$ cat src/sample_if.sv
// interface: one stream of 16-bit audio samples with a valid strobe
`timescale 1ns/1ps
interface sample_if;
    logic valid;               // one-cycle sample strobe
    logic signed [15:0] data;  // sample word
    modport src (output valid, output data);
    modport snk (input valid, input data);
endinterface

$ cat src/highpass_filter.sv
// module: first-order dc-removing high-pass filter for a 16-bit sample stream
`timescale 1ns/1ps
module highpass_filter (
    input wire logic clk,
    input wire logic rst,
    input wire logic bypass,
    sample_if.snk in_s,
    sample_if.src out_s
);
    typedef struct packed {
        logic signed [23:0] acc;   // running dc estimate, 8 fraction bits
        logic valid;               // output strobe
        logic signed [15:0] data;  // output sample
    } hp_state_t;

    hp_state_t state_reg;
    hp_state_t state_next;
    logic signed [16:0] diff;      // sample minus dc estimate
    logic signed [15:0] clipped;   // difference saturated to 16 bits

    // ------------------------------------------------------------
    // next state: subtract dc estimate, let estimate track slowly
    // ------------------------------------------------------------
    always_comb begin
        state_next = state_reg;
        diff = 17'(in_s.data) - 17'(signed'(state_reg.acc[23:8]));
        if (diff > 17'sh07fff) begin
            clipped = 16'sh7fff;
        end else if (diff < -17'sh08000) begin
            clipped = -16'sh8000;
        end else begin
            clipped = diff[15:0];
        end
        state_next.valid = in_s.valid;
        if (in_s.valid) begin
            if (bypass) begin
                // filter disabled: sample passes unchanged, estimate frozen
                state_next.data = in_s.data;
            end else begin
                state_next.data = clipped;
                state_next.acc = state_reg.acc + 24'(diff);
            end
        end
    end

    // register the state
    always_ff @(posedge clk) begin
        if (rst) begin
            state_reg <= '0;
        end else begin
            state_reg <= state_next;
        end
    end

    assign out_s.valid = state_reg.valid;
    assign out_s.data = state_reg.data;
endmodule // highpass_filter

$ cat src/flat_wrapper.sv
// flat-port wrapper written by rule: the top's interface ports become plain ports
module highpass_filter_flat 
  (clk, rst, bypass, in_s_valid, in_s_data, out_s_valid, out_s_data);
  sample_if in_s_i ();
  sample_if out_s_i ();
  input wire logic clk;
  input wire logic rst;
  input wire logic bypass;
  input wire logic [$bits(in_s_i.valid)-1:0] in_s_valid;
  input wire logic [$bits(in_s_i.data)-1:0] in_s_data;
  output wire logic [$bits(out_s_i.valid)-1:0] out_s_valid;
  output wire logic [$bits(out_s_i.data)-1:0] out_s_data;
  assign in_s_i.valid = in_s_valid;
  assign in_s_i.data = in_s_data;
  assign out_s_valid = out_s_i.valid;
  assign out_s_data = out_s_i.data;
  highpass_filter u_core (.clk(clk), .rst(rst), .bypass(bypass), .in_s(in_s_i), .out_s(out_s_i));
endmodule
$ cat config.mk
export PLATFORM = sky130hd
export DESIGN_NAME = highpass_filter_flat
export DESIGN_NICKNAME = d
export VERILOG_FILES = /design/src/sample_if.sv /design/src/highpass_filter.sv /design/src/flat_wrapper.sv
export SDC_FILE = /design/constraint.sdc
export NUM_CORES = 1
export LEC_CHECK = 0
export BUFFER_PORTS_ARGS = -buffer_cell sky130_fd_sc_hd__buf_2
export CAP_MARGIN = 20
export CORE_ASPECT_RATIO = 1.1
export CORE_MARGIN = 2
export CORE_UTILIZATION = 65
export CTS_CLUSTER_DIAMETER = 40
export DETAILED_ROUTE_END_ITERATION = 10
export PLACE_DENSITY = 0.83
export SLEW_MARGIN = 0
export SYNTH_ARGS = -nofsm -noshare
export SYNTH_HDL_FRONTEND = slang
export SYNTH_SLANG_ARGS = --single-unit
$ cat constraint.sdc
create_clock -name clk -period 9.8 [get_ports clk]
set_input_delay 2.45 -clock clk [delete_from_list [all_inputs] [get_ports clk]]
set_output_delay 2.45 -clock clk [all_outputs]
set_load 0.01 [all_outputs]
==> results.py <==
metrics = {
    "clocking": {
        "cts_hold_buf": 0,
        "htree_num_levels": 2,
        "cts_root_buf": "clkbuf_8",
        "clock_latency_ns": 0.30,
        "cts_resized": 0,
        "cts_sinks": 41,
        "ctsLongestPathBuffers": 2,
        "cts_tree": "done",
        "cts_buffers": 5,
        "post-cts-setup-buffers": 0,
        "clk_pin_slew_ns": 0.09,
    },
    "place": {
        "place_ws_ns": 3.335,
        "gp_congestion": 0.9699,
        "port_buffers": 36,
        "hpwl_um": 7139,
    },
    "global_route": {
        "overflow": 0,
        "grt_start_max_net_pins": 37,
        "antenna_found_initial": 0,
        "grt.total_usage_pct": 30.24,
        "grt_pass1_wl_um": 15710,
        "grt_pass1_vias": 3331,
    },
    "cells_and_area": {
        "drive_above_1_share_pct": 12.57,
        "fillerInstances": 481,
        "antenna_cells": 0,
        "largest_register_ffs": 24,
        "fin_nets": 570,
        "area_delta_synth_final_pct": 5.324,
    },
    "floorplan": {
        "die_height_um": 84.02,
        "die_area_um2": 6448,
        "num_rows": 29,
        "die_w_um": 76.75,
        "ios": 37,
        "start_util_pct": 66.42,
        "coreArea_um2": 5697,
    },
    "setup_path": {
        "cp-end-kind": "flip-flop",
        "worstSetupStartpoint": "in_s_data[0]",
        "r2r_start": "u_core.state_reg[27]",
        "start_kind": "input port",
        "r2r_cells": 18,
        "worstPathArrival_ns": 6.47,
        "crit_path_max_fanout": 6,
        "crit_required_ns": 10.00,
        "critPathKind": "input port to flip-flop",
    },
    "sta": {
        "setup_viol": 0,
        "finalCritPeriodShare_pct": 64.05,
        "slew_headroom_pct": 44.04,
        "fin_skew_ns": 0.006810,
        "report.final.slew_viol_count": 0,
        "max_clock_freq_ghz": 0.1593,
        "fin_tns_setup_ns": 0,
        "fin_ws_ns": 3.523,
        "hold_viol_final": 0,
        "rsz0062_at_grt": "no",
        "finalCriticalPeriod_ns": 6.277,
        "worst_pin_slew_ns": 0.8231,
    },
    "yosys": {
        "yosysSeqAreaShare_pct": 21.69,
        "synthCells": 498,
        "synth_edf_count": 0,
        "yosysWarningCount": 0,
        "ys_async_sr_fraction_pct": 0,
        "yosys.cell_types.count": 65,
        "netlist_area_um2": 3784,
        "synth_area_leader_cell": "dfxtp_1",
        "synthFlopType": "dfxtp_1",
        "synth_area_leaders": "dfxtp_1 (22%), ha_1 (13%), a21oi_1 (6.3%), nand2_1 (6.2%), xnor2_1 (4.2%)",
        "synth_common_cells": "nand2_1 (62), a21oi_1 (48), dfxtp_1 (41)",
        "syn_nets": 560,
        "yosysMostFrequentCell": "nand2_1",
        "postSynthAreaPerCell_um2": 7.598,
        "synth.top_cell.area_share_pct": 21.69,
        "ys_ff_latch": 41,
    },
    "detailed_routing": {
        "detail_route.drc_violations": 0,
        "first_pass_iters": 5,
        "vias": 3601,
        "viasPerCell": 6.145,
        "ant_nets": 0,
        "drt_wl_total_um": 9425,
        "drt_iter0_drc": 278,
        "wl_per_cell_um": 16.08,
    },
    "power": {
        "ir_drop_v": 0.00009560,
        "leakage_nw": 1.641,
        "power.density_nw_per_um2": 197.2,
    },
    "min_path": {
        "hold_class": "flip-flop to flip-flop",
        "holdCritStartpoint": "u_core.out_s.data[11]",
        "min_path_cells": 2,
    },
    "job": {
        "max-cap-violations": 0,
    },
    "outcome": {
        "outcome": "completed",
    },
}
==> worst max-delay path, stage by stage <==
cell	delay, ns
buf_2	0.09
inv_1	0.04
ha_1	0.23
fa_1	0.42
nor2b_1	0.16
o31a_2	0.19
o21ai_2	0.10
o21ai_4	0.25
a21oi_1	0.15
o311ai_0	0.43
ha_1	0.26
nand2_1	0.10
o31ai_1	0.33
a21oi_1	0.15
o211ai_2	0.10
a21oi_1	0.11
or4_1	0.49
o211ai_2	0.09
mux2_1	0.34
==> area by class of cell <==
type                    instances  area (µm²)  share of cell area, %
multi-input cells             395        2655                  66.62
inverters                      27       101.3                  2.543
repair buffers                 38       195.2                  4.898
flip-flops and latches         41       820.8                  20.60
well taps                      77       96.34                  2.418
clock buffers                   7       86.33                  2.166
clock inverters                 1       30.03                 0.7535
==> worst paths after layout <==
kind,endpoint,slack (ns)
setup / recovery,u_core.state_reg[40],3.52
hold / removal,u_core.out_s.data[11],0.45
setup reg to reg,u_core.state_reg[40],5.39
hold reg to reg,u_core.out_s.data[11],0.45
==> per-layer routing <==
| layer | track usage [%] | share of wire (%) |
|---|---|---|
| met5 | 0 | 0 |
| met4 | 7.438 | 1.4 |
| met3 | 5.303 | 6.3 |
| met2 | 52.23 | 48 |
| met1 | 38.86 | 44 |
==> cells by family (layout without fill, tap and decap cells) <==
kind of cell               after synthesis  count (layout)  synth area share (%)
AOI/OAI and AO/OA                      169             169                 29.66
xor gates and xnor gates                23              23                 5.324
adders and majority gates               42              42                 14.29
buffers and inverters                   62              73                 8.135
DFF                                     41              41                 21.69
muxes                                    5               5                 1.488
and+or+nand+nor                        156             156                 19.41
==> cell usage in the layout, fill, tap and decap left out, types with 4 or more instances in the layout <==
cell type / instances
nand2_1: 62
nand3_1: 12
and2_1: 4
a31oi_1: 6
xnor2_1: 18
ha_1: 40
clkbuf_8: 6
dfxtp_1: 41
buf_2: 36
nor2b_1: 11
o21bai_1: 4
o211ai_1: 13
inv_1: 27
nor2_1: 36
a211oi_1: 17
o21ai_0: 31
xor2_1: 5
and3_1: 5
a21oi_1: 48
a21o_1: 5
nor3_1: 8
o21a_1: 10
==> where the power goes <==
group | total [W] | switching, W | leakage (nW) | internal (W)
sequential | 0.000204 | 0.0000152 | 0.337 | 0.000189
clock | 0.000148 | 0.0000643 | 0.0585 | 0.0000832
combinational | 0.000434 | 0.000259 | 1.25 | 0.000175
==> through the flow <==
stage	instances	cell area (µm²)	hold slack, ns	power (W)	utilization, %
after floorplan	498	3784	0.4263	0.0005526	-
after global placement	578	3869	0.4281	0.0006169	67.91
after detailed placement	578	3869	0.4407	0.0006298	67.91
after CTS	586	3985	0.4523	0.0007816	69.95
after global routing	586	3985	0.4785	0.0008469	69.95
final	586	3985	0.4466	0.0007857	69.95
Power figures use the tool's default switching activity.
